--- src/core/lcdmd_cfg.svh ---
`ifndef LCDMD_CFG_SVH
`define LCDMD_CFG_SVH

// ==========================================
// Main table opcodes (7-bit prefixes, bit 0 is the data bit, unless full byte)
`define LCDMD_OP_DISP_PFX   7'h57
`define LCDMD_OP_INV_PFX    7'h53
`define LCDMD_OP_STAT_PFX   7'h52
`define LCDMD_OP_RESET      8'hE2
`define LCDMD_OP_SUB_ENTER  8'h70

// ==========================================
// Sub table opcodes (upper nibble unless full byte)
`define LCDMD_SUB_B1_START  4'h0
`define LCDMD_SUB_B1_COUNT  4'h1
`define LCDMD_SUB_B2_START  4'h2
`define LCDMD_SUB_B2_COUNT  4'h3
`define LCDMD_SUB_PART_EXEC 8'h40
`define LCDMD_SUB_NL_HI     4'h5
`define LCDMD_SUB_NL_LO     4'h6
`define LCDMD_SUB_NL_EXEC   8'h70
`define LCDMD_SUB_EXIT      8'h71

// ==========================================
// Geometry and reset values
`define LCDMD_UNITS         4'hD
`define LCDMD_UNIT_SHIFT    3
`define LCDMD_FULL_LINES    7'h68
`define LCDMD_RST_B1_START  4'h0
`define LCDMD_RST_B1_COUNT  4'hD
`define LCDMD_RST_B2_START  4'h0
`define LCDMD_RST_B2_COUNT  4'h0
`define LCDMD_RST_NLINE     6'h00

`endif

--- src/core/lcdmd_pkg.sv ---
package lcdmd_pkg;

	typedef enum logic {LCDMD_TBL_MAIN, LCDMD_TBL_SUB} lcdmd_tbl_t;

	typedef struct packed {
		lcdmd_tbl_t  tbl;
		logic        disp_on;
		logic        inverse;
		logic        all_on;
		logic        pix_inv;
		logic        pix_on;
		logic        psave;
		logic [3:0]  b1s;
		logic [3:0]  b1c;
		logic [3:0]  b2s;
		logic [3:0]  b2c;
		logic [3:0]  b2_mem;
		logic [6:0]  duty;
		logic [1:0]  nl_hi;
		logic [5:0]  nl_stage;
		logic [5:0]  nline;
	} lcdmd_state_t;

	typedef struct packed {
		logic [3:0] q;
	} lcdmd_mem_state_t;

endpackage : lcdmd_pkg

--- src/core/lcdmd_stage_mem.sv ---
`timescale 1ns/10ps
`default_nettype none
`include "lcdmd_cfg.svh"

module lcdmd_stage_mem
(
	input  wire logic        clk_i,
	input  wire logic        sys_rst_i,
	input  wire logic        we_i,
	input  wire logic [1:0]  waddr_i,
	input  wire logic [3:0]  wdata_i,
	output logic      [15:0] rdata_o
);
	import lcdmd_pkg::*;

	lcdmd_mem_state_t mem [4];
	lcdmd_mem_state_t next_mem [4];
	logic [15:0]      rdata;

	assign rdata_o = rdata;

	always_comb
	begin
		for (int i = 0; i < 4; i++)
		begin
			next_mem[i] = mem[i];
		end
		if (we_i)
		begin
			next_mem[waddr_i].q = wdata_i;
		end
	end

	// ==========================================
	// Staging cells, read data registered
	always_ff @(posedge clk_i)
	begin
		if (sys_rst_i)
		begin
			mem[0].q <= `LCDMD_RST_B1_START;
			mem[1].q <= `LCDMD_RST_B1_COUNT;
			mem[2].q <= `LCDMD_RST_B2_START;
			mem[3].q <= `LCDMD_RST_B2_COUNT;
			rdata    <= {`LCDMD_RST_B2_COUNT, `LCDMD_RST_B2_START,
				`LCDMD_RST_B1_COUNT, `LCDMD_RST_B1_START};
		end
		else
		begin
			for (int i = 0; i < 4; i++)
			begin
				mem[i] <= next_mem[i];
			end
			rdata <= {next_mem[3].q, next_mem[2].q, next_mem[1].q, next_mem[0].q};
		end
	end

endmodule : lcdmd_stage_mem
`default_nettype wire

--- src/core/lcdmd_decoder.sv ---
// Notes on behaviour
// RQ1: Normal/inverse command sets whole-panel polarity from its bit 0.
// RQ2: Polarity command touches no display memory, only output mapping.
// RQ3: Static drive bit 0 forces all pixels on; bit 0 clear restores.
// RQ4: Static all-on wins over inverse polarity.
// RQ5: Static on while display off enters power save.
// RQ6: Byte 0x70 as command in main table selects sub table.
// RQ7: Byte 0x71 in sub table returns to main table.
// RQ8: Host enters sub table before partial, n-line or contrast commands.
// RQ9: Host sends no main-table commands while in sub table.
// RQ10: Thirteen units of eight commons, addressed by index and count.
// RQ11: Executing partial display sets duty to eight times total units.
// RQ12: Block one start 0, count 13 gives 1/104, block two ignored.
// RQ13: Block two start 0, count 0 means no second area.
// RQ14: Sub nibbles 0..3 load block fields; 0x40 executes partial display.
// RQ15: Host sends block fields in fixed order, then execute.
// RQ16: Host keeps block one start at most 12.
// RQ17: Host keeps total units at most 13, blocks not overlapping.
// RQ18: Blocks adjacent on panel, rows from one contiguous memory region.
// RQ19: Partial execute changes duty only, not drive or alternation.
// RQ20: Host should blank display and retune power before partial execute.
// RQ21: Six-bit n-line value; zero is two-frame, k inverts every k+1.
// RQ22: n-line loaded high part then low part, in that order.
// RQ23: Reset restores whole-panel display at 1/104 duty.
// RQ24: Reset clears n-line value to zero.
// RQ25: Partial parameters staged, applied only on execute.
// RQ26: Hardware or command reset selects main table.
`timescale 1ns/10ps
`default_nettype none
`include "lcdmd_cfg.svh"

module lcdmd_decoder
(
	input  wire logic       clk_i,
	input  wire logic       sys_rst_i,
	input  wire logic       cmd_valid_i,
	input  wire logic       command_data_select_i,
	input  wire logic [7:0] cmd_byte_i,
	output logic            disp_on_o,
	output logic            pix_invert_o,
	output logic            pix_force_on_o,
	output logic            power_save_o,
	output logic            sub_table_o,
	output logic [3:0]      blk1_start_o,
	output logic [3:0]      blk1_count_o,
	output logic [3:0]      blk2_start_o,
	output logic [3:0]      blk2_count_o,
	output logic [3:0]      blk2_mem_unit_o,
	output logic [6:0]      duty_lines_o,
	output logic [5:0]      nline_o
);
	import lcdmd_pkg::*;

	lcdmd_state_t st;
	lcdmd_state_t next_st;
	logic         cmd;
	logic         mem_we;
	logic [1:0]   mem_waddr;
	logic [15:0]  staged;

	// RQ10: eight commons per unit
	function automatic logic [6:0] units_to_lines(input logic [3:0] u);
		units_to_lines = {u, 3'b000};
	endfunction : units_to_lines

	assign cmd = cmd_valid_i && !command_data_select_i;

	// ==========================================
	// Staging of partial display fields
	// RQ25: stage before execute
	assign mem_we    = cmd && st.tbl == LCDMD_TBL_SUB && cmd_byte_i[7:6] == 2'b00;
	assign mem_waddr = cmd_byte_i[5:4];

	lcdmd_stage_mem lcdmd_stage_mem_inst
	(
		.clk_i     (clk_i),
		.sys_rst_i (sys_rst_i),
		.we_i      (mem_we),
		.waddr_i   (mem_waddr),
		.wdata_i   (cmd_byte_i[3:0]),
		.rdata_o   (staged)
	);

	// ==========================================
	// Command decode
	always_comb
	begin
		next_st = st;
		if (cmd && st.tbl == LCDMD_TBL_MAIN)
		begin
			if (cmd_byte_i == `LCDMD_OP_SUB_ENTER)
			begin
				// RQ6: enter sub table
				next_st.tbl = LCDMD_TBL_SUB;
			end
			else if (cmd_byte_i == `LCDMD_OP_RESET)
			begin
				// RQ23: whole panel again
				next_st.b1s    = `LCDMD_RST_B1_START;
				next_st.b1c    = `LCDMD_RST_B1_COUNT;
				next_st.b2s    = `LCDMD_RST_B2_START;
				next_st.b2c    = `LCDMD_RST_B2_COUNT;
				next_st.b2_mem = `LCDMD_RST_B1_COUNT;
				next_st.duty   = `LCDMD_FULL_LINES;
				// RQ24: two-frame drive
				next_st.nline    = `LCDMD_RST_NLINE;
				next_st.nl_stage = `LCDMD_RST_NLINE;
				next_st.nl_hi    = 2'b00;
				// RQ26: main table after reset
				next_st.tbl = LCDMD_TBL_MAIN;
			end
			else
			begin
				case (cmd_byte_i[7:1])
					`LCDMD_OP_DISP_PFX:
					begin
						next_st.disp_on = cmd_byte_i[0];
					end
					// RQ1: polarity select
					// RQ2: no memory write path
					`LCDMD_OP_INV_PFX:
					begin
						next_st.inverse = cmd_byte_i[0];
					end
					// RQ3: static all-on
					`LCDMD_OP_STAT_PFX:
					begin
						next_st.all_on = cmd_byte_i[0];
					end
					default:
					begin
						next_st.tbl = st.tbl;
					end
				endcase
			end
		end
		else if (cmd)
		begin
			// RQ14: sub table decode
			case (cmd_byte_i[7:4])
				4'h4:
				begin
					if (cmd_byte_i == `LCDMD_SUB_PART_EXEC)
					begin
						// RQ25: apply staged fields
						next_st.b1s = staged[3:0];
						next_st.b1c = staged[7:4];
						// RQ12: full panel drops block two
						if (staged[3:0] == 4'h0 && staged[7:4] == `LCDMD_UNITS)
						begin
							next_st.b2s = 4'h0;
							next_st.b2c = 4'h0;
						end
						else
						begin
							// RQ13: zero count means one block
							next_st.b2s = staged[11:8];
							next_st.b2c = staged[15:12];
						end
						// RQ18: block two rows follow block one
						next_st.b2_mem = 4'(staged[3:0] + staged[7:4]);
						// RQ11: duty from total units
						// RQ19: only duty changes
						next_st.duty = units_to_lines(4'(next_st.b1c + next_st.b2c));
					end
				end
				// RQ22: high part first
				`LCDMD_SUB_NL_HI:
				begin
					next_st.nl_hi = cmd_byte_i[1:0];
				end
				`LCDMD_SUB_NL_LO:
				begin
					next_st.nl_stage = {st.nl_hi, cmd_byte_i[3:0]};
				end
				4'h7:
				begin
					if (cmd_byte_i == `LCDMD_SUB_NL_EXEC)
					begin
						// RQ21: apply inverse line value
						next_st.nline = st.nl_stage;
					end
					else if (cmd_byte_i == `LCDMD_SUB_EXIT)
					begin
						// RQ7: back to main table
						next_st.tbl = LCDMD_TBL_MAIN;
					end
				end
				default:
				begin
					next_st.tbl = st.tbl;
				end
			endcase
		end
		// RQ4: all-on overrides inverse
		next_st.pix_on  = next_st.all_on;
		next_st.pix_inv = next_st.inverse && !next_st.all_on;
		// RQ5: static on with display off
		next_st.psave = next_st.all_on && !next_st.disp_on;
	end

	// ==========================================
	// State register
	always_ff @(posedge clk_i)
	begin
		if (sys_rst_i)
		begin
			st          <= '0;
			st.tbl      <= LCDMD_TBL_MAIN;
			st.b1s      <= `LCDMD_RST_B1_START;
			st.b1c      <= `LCDMD_RST_B1_COUNT;
			st.b2s      <= `LCDMD_RST_B2_START;
			st.b2c      <= `LCDMD_RST_B2_COUNT;
			st.b2_mem   <= `LCDMD_RST_B1_COUNT;
			st.duty     <= `LCDMD_FULL_LINES;
			st.nline    <= `LCDMD_RST_NLINE;
			st.nl_stage <= `LCDMD_RST_NLINE;
		end
		else
		begin
			st <= next_st;
		end
	end

	assign disp_on_o       = st.disp_on;
	assign pix_invert_o    = st.pix_inv;
	assign pix_force_on_o  = st.pix_on;
	assign power_save_o    = st.psave;
	assign sub_table_o     = logic'(st.tbl);
	assign blk1_start_o    = st.b1s;
	assign blk1_count_o    = st.b1c;
	assign blk2_start_o    = st.b2s;
	assign blk2_count_o    = st.b2c;
	assign blk2_mem_unit_o = st.b2_mem;
	assign duty_lines_o    = st.duty;
	assign nline_o         = st.nline;

	logic main_cmd;
	logic sub_cmd;
	assign main_cmd = cmd && !sub_table_o;
	assign sub_cmd  = cmd && sub_table_o;
endmodule : lcdmd_decoder
`default_nettype wire

--- config.mk ---
export PLATFORM = sky130hd
export DESIGN_NAME = lcdmd_decoder
export DESIGN_NICKNAME = d
export VERILOG_FILES = /design/src/core/lcdmd_pkg.sv /design/src/core/lcdmd_stage_mem.sv /design/src/core/lcdmd_decoder.sv
export VERILOG_INCLUDE_DIRS = /design/src /design/src/core
export SDC_FILE = /design/constraint.sdc
export NUM_CORES = 1
export LEC_CHECK = 0
export ABC_CLOCK_PERIOD_IN_PS = 4100
export BUFFER_PORTS_ARGS = -buffer_cell sky130_fd_sc_hd__buf_2
export CAP_MARGIN = 20
export CORE_MARGIN = 2
export CORE_UTILIZATION = 30
export DETAILED_ROUTE_END_ITERATION = 10
export GPL_TIMING_DRIVEN = 0
export MAX_ROUTING_LAYER = met4
export PLACE_DENSITY = 0.59
export SETUP_SLACK_MARGIN = 0.15
export SLEW_MARGIN = 20
export SYNTH_ARGS = -nofsm -noshare
export SYNTH_HDL_FRONTEND = slang
export SYNTH_SLANG_ARGS = --single-unit
export TNS_END_PERCENT = 1
--- constraint.sdc ---
create_clock -name clk_i -period 4.1 [get_ports clk_i]
set_input_delay 0.615 -clock clk_i [delete_from_list [all_inputs] [get_ports clk_i]]
set_output_delay 0.615 -clock clk_i [all_outputs]
set_load 0.02 [all_outputs]
; Yosys cells after proc, flatten, opt, wreduce, memory -nomap -nowiden
; Memories as Yosys holds them, arrays and structs flattened.
; Cells that the tools add are included.
[totals]
output_inout_bits = 38
mem_bits_rw = 16
word_cells = 108
in_bits = 12
rom_bits = 0
latch_bits = 0
ff_bits = 63
n_memories = 1
[op_classes]
n_mux = 39
div = 0
n_lt_le_gt_ge = 2
n_eq_ne = 16
n_reduce_logical = 26
bitwise_logic = 6
addsub = 2
n_shift = 0
mul = 0
[mem_list]
columns = name, words, width, read_ports, rd_ports_with_merged_regs, wr, line_no
row1 = lcdmd_stage_mem_inst.mem, 4, 4, 4, 0, 4, lcdmd_stage_mem.sv:16  ; lcdmd_mem_state_t mem [4];
[ops]
columns = op, count
row1 = 2-to-1 mux 41 bit, 4
row2 = 2-to-1 mux 27 bit, 2
row3 = 2-to-1 mux 8 bit, 5
row4 = equality test 8 x 7 -> 1 bit (second input constant), 3
row5 = equality test 7 bit (second input constant), 3
row6 = 2-to-1 mux 4 bit, 5
row7 = 2-to-1 mux 6 bit, 3
row8 = bitwise mux 16 bit, 1
row9 = equality test 4 x 3 -> 1 bit (second input constant), 4
row10 = 2-to-1 mux 16 bit, 1
row11 = nonzero test 2 bit, 8
row12 = AND reduction 5 bit, 3
row13 = 2-to-1 mux 1 bit, 13
row14 = 2-to-1 mux 3 bit, 3
row15 = adder 4 bit, 2
row16 = demux 4 bit (select 2 bit), 1
row17 = equality test 8 bit (second input constant), 1
row18 = logical AND 1 bit, 8
row19 = AND reduction 4 bit, 2
row20 = equality test 4 bit (second input constant), 1
row21 = zero test 4 bit, 1
row22 = != test 2 bit (second input constant), 2
row23 = OR 1 bit, 4
row24 = greater-or-equal comparator 3 bit (second input constant), 1
row25 = 8 further kinds, 10

; Depth between registers and ports, before layout
[depth]
ltp_word = 12
mapped_depth = 10
mapped_depth_nobuf = 8

; Modules after synthesis
; A second synthesis with hierarchy kept.
[unflattened]
hier_cells = 354
hier_area_um2 = 3269.4
[modules_own_cells]
columns = module, cells_per_inst, area_each_um2, n_inst, seq_area_each_um2
row1 = lcdmd_decoder, 291, 2605.0, 1, 880.8
row2 = lcdmd_stage_mem, 63, 664.4, 1, 320.3

; Least setup slack after synthesis
; OpenSTA, ideal clock, no wires.
[synth_timing]
path_kind = input to register
from = in cmd_byte_i[1]
to = reg st, in the netlist blk2_count_o[0]
slack_ns = 1.395
cell_stages = 8
setup_time_ns = 0.058
t_required_ns = 4.042
n_path_buf = 2
t_arrival_ns = 2.647
cell_sequence = clkbuf_1 > clkbuf_1 > nor3b_1 > ha_1 > nor3b_1 > o2111ai_1 > nor4b_2 > a21o_1
[synth_between]
elab_chain_cells = 3
[synth_rtl]
columns = element, line_no
row1 = start: declaration, lcdmd_decoder.sv:38  ; input wire logic [7:0] cmd_byte_i,
row2 = equality test 8 x 7 -> 1 bit (no line) or equality test 8 bit (tied branches), n/a
row3 = != test 2 bit (no line) (tied with other cells), n/a
row4 = AND reduction 5 bit (no line) (*), n/a
row5 = end signal: assignment, lcdmd_decoder.sv:221  ; st <= next_st;
row6 = end: declaration, lcdmd_decoder.sv:54  ; lcdmd_state_t st;
; Mark *: on every way between the ends. The rest lies on a longest branch, timed or not.
; A chain may end at the register's enable or synchronous reset.

; Worst setup path in the final report
[layout_timing]
from = in cmd_byte_i[1]
to = reg st, in the netlist blk2_start_o[0]
; Same word-level chain as after synthesis.

==> flow_metrics.py <==
metrics = {
    "run_status": {
        "run_status": "finished clean",
    },
    "synth": {
        "yosys.area.top_type": "dfxtp_1",
        "synth_top_area_frac": 0.381,
        "yosysSeqAreaShare": 0.381,
        "synth_edf_count": 0,
        "synth.avg_cell_area_sq_um": 9.08,
        "syn_inst": 347,
        "synth_ff_type": "dfxtp_1",
        "synth_cell_types": 47,
        "synthTopCellsByArea": "dfxtp_1 (38%), mux2i_1 (10%), buf_4 (8.1%)",
        "synth_warnings": 0,
        "async_flop_share": 0,
        "ys_ff_latch": 60,
        "syn-cell-area_sq_um": 3150,
    },
    "cts": {
        "cts_sinks": 60,
        "clkLatencyLatePin_ps": 330,
        "h-tree-depth": 3,
        "numCtsBuffers": 9,
        "cts_setup_buffers": 0,
        "path_clk_slew_ps": 60,
        "clockRootBuffer": "clkbuf_8",
        "hold_buffers": 0,
        "ctsResizeCount": 0,
        "cts_tree": "yes",
        "clockBufferDepth": 2,
    },
    "floorplanning": {
        "fp.dieH_um": 107,
        "initial_core_util": 0.307,
        "core_sq_um": 10300,
        "dieArea_sq_um": 11300,
        "fp-row-count": 37,
        "ios": 50,
        "dieWidth_um": 107,
    },
    "detailed_routing": {
        "routed_wl_um": 7410,
        "ant_nets": 0,
        "via_per_inst": 4.80,
        "drc_errors": 0,
        "vias": 2604,
        "drt_first_pass_iters": 4,
        "drt_iter0_markers": 119,
        "wl_per_cell_um": 13.7,
    },
    "min_path": {
        "hp-class": "register to register",
    },
    "worst_setup_path": {
        "path_max_fanout": 10,
        "crit_arrival_ps": 3400,
        "critPathKind": "input pin to register",
        "crit_required_ps": 4380,
        "end_kind": "register",
        "start_kind": "input pin",
    },
    "power_and_ir_drop": {
        "peakVddDrop_v": 0.000119,
        "p_comb_frac": 0.057,
        "power_density_nw_per_um2": 321,
        "p_sw_uw": 270,
        "p_int_uw": 929,
        "pwr-share-clk": 0.457,
        "switching_share": 0.225,
        "power_frac_seq": 0.486,
        "p_leak_uw": 0.00162,
    },
    "finish": {
        "nNetsFinal": 424,
        "antenna_cells": 0,
        "area_delta_synth_final_pct": 18.7,
        "drive_above_1_share": 0.256,
        "fin_util": 0.364,
    },
    "timing": {
        "setup_viol": 0,
        "finalClockSkew_ps": 4.77,
        "slew_headroom": 0.491,
        "max_freq_ghz": 0.321,
        "hold_violations": 0,
        "tightest_slew_ps": 762,
        "rsz0062_at_grt": "no",
        "fin_crit_ps": 3120,
        "min_period_over_period": 0.760,
        "slew_viol_final": 0,
        "setup_tns_ps": 0,
    },
    "placed_design": {
        "port_buffers": 42,
        "dpl.hpwl_um": 5420,
        "gp_congestion": 0.815,
    },
    "run": {
        "cap_viol_max_count": 0,
    },
    "global_routing": {
        "grt_pass1_wl_um": 12200,
        "grt_max_degree": 11,
        "gr-total-overflow": 0,
        "grt_usage": 0.139,
        "grt_pass1_vias": 2455,
        "antenna_found_initial": 0,
    },
}
-- cells in the mapped netlist (7+ instances only) --
cell      instances
dfxtp_1          60
buf_4            34
mux2i_1          32
nand2_1          28
nor2_1           26
nand3_1          22
clkbuf_1         17
a21o_1           12
nor3_1           11
a21oi_1          10
and3_1           10
ha_1              8
o21ai_0           8
nand4_1           7
-- critical path: stages --
cell and delay, ps:
clkbuf_1 330, clkbuf_1 480, nor3b_1 160, ha_1 240, nor3b_1 410, o2111ai_1 250
nor4b_2 690, a21o_1 210
-- logic make-up (layout without fill, tap and decap cells) --
kind of cell	Yosys count	in the layout	share of synthesized area
simple gates	137	137	0.249
flops	60	60	0.381
compound gates	43	43	0.0981
other cells	1	3	0.00119
mux	32	32	0.102
buf+inv	60	117	0.113
fa+ha+maj	10	10	0.0445
xor+xnor	4	4	0.0111
-- registers in the layout, indices dropped and copies added (netlist names) --
name and flops:
blk1_count_o 4, blk1_start_o 4, blk2_count_o 4, blk2_mem_unit_o 4
blk2_start_o 4, disp_on_o 1, duty_lines_o 4, lcdmd_stage_mem_inst.rdata_o 16
nline_o 6, pix_force_on_o 1, pix_invert_o 1, power_save_o 1
st 9, sub_table_o 1
-- through the flow --
| stage | hold slack [ps] | worst slack, ps | total power (uW) | area [sq um] | cells |
|---|---|---|---|---|---|
| after global placement | 434 | 690 | 663 | 3540 | 527 |
| final | 451 | 983 | 1200 | 3740 | 542 |
| after detailed placement | 436 | 678 | 664 | 3540 | 527 |
| after global routing | 474 | 700 | 1240 | 3740 | 542 |
| after floorplan | 425 | 1400 | 642 | 3160 | 349 |
| after CTS | 451 | 1030 | 1210 | 3740 | 542 |
-- metal layers --
metal | vias to the layer above | track usage | wire length (um)
li1 | 1299 | - | -
met1 | 1226 | 0.188 | 3580
met2 | 66 | 0.201 | 3320
met3 | 13 | 0.0386 | 404
met4 | 0 | 0.0482 | 107
met5 | - | - | 0
-- final timing paths --
check / slack, ps / end / depth (start not counted) / startpoint
setup / recovery: 980 / blk2_start_o[0]$_SDFFE_PP0P_ / 8 / cmd_byte_i[1]
hold reg to reg: 450 / blk2_start_o[2]$_SDFFE_PP0P_ / 1 / lcdmd_stage_mem_inst.rdata_o[10]$_SDFFE_PP0P_
setup reg to reg: 1290 / blk2_start_o[0]$_SDFFE_PP0P_ / 8 / sub_table_o$_SDFFE_PP0P_
hold / removal: 450 / blk2_start_o[2]$_SDFFE_PP0P_ / 1 / lcdmd_stage_mem_inst.rdata_o[10]$_SDFFE_PP0P_
-- area by class of cell --
class,count,area [sq um]
multi-input combinational,229,1600
fill,1078,6540
buffer,57,345
clock inverter,1,30.0
clock buffer,14,173
inverter,3,11.3
timing repair buffer,42,210
tap,136,170
sequential,60,1200
-- power by group through the flow --
| stage | combinational (uW) | clock, uW | sequential, uW |
|---|---|---|---|
| after floorplan | 45.9 | 0 | 596 |
| after global placement | 67.1 | 0 | 596 |
| after detailed placement | 67.7 | 0 | 596 |
| after CTS | 67.9 | 562 | 583 |
| after global routing | 74.9 | 588 | 582 |
| final | 68.5 | 548 | 583 |
-- cell usage in the layout (no fill, tap or decap), types with 7 or more instances in the layout --
master / synthesis / routed
ha_1: 8 / 8
nor3_1: 11 / 11
nor2_1: 26 / 26
nand3_1: 22 / 22
buf_4: 34 / 34
o21ai_0: 8 / 8
a21oi_1: 10 / 10
clkbuf_1: 17 / 19
nand2_1: 28 / 28
nand4_1: 7 / 7
dfxtp_1: 60 / 60
clkbuf_8: 0 / 12
buf_2: 3 / 45
a21o_1: 12 / 12
mux2i_1: 32 / 32
and3_1: 10 / 10
(Power assumes the default switching activity.)
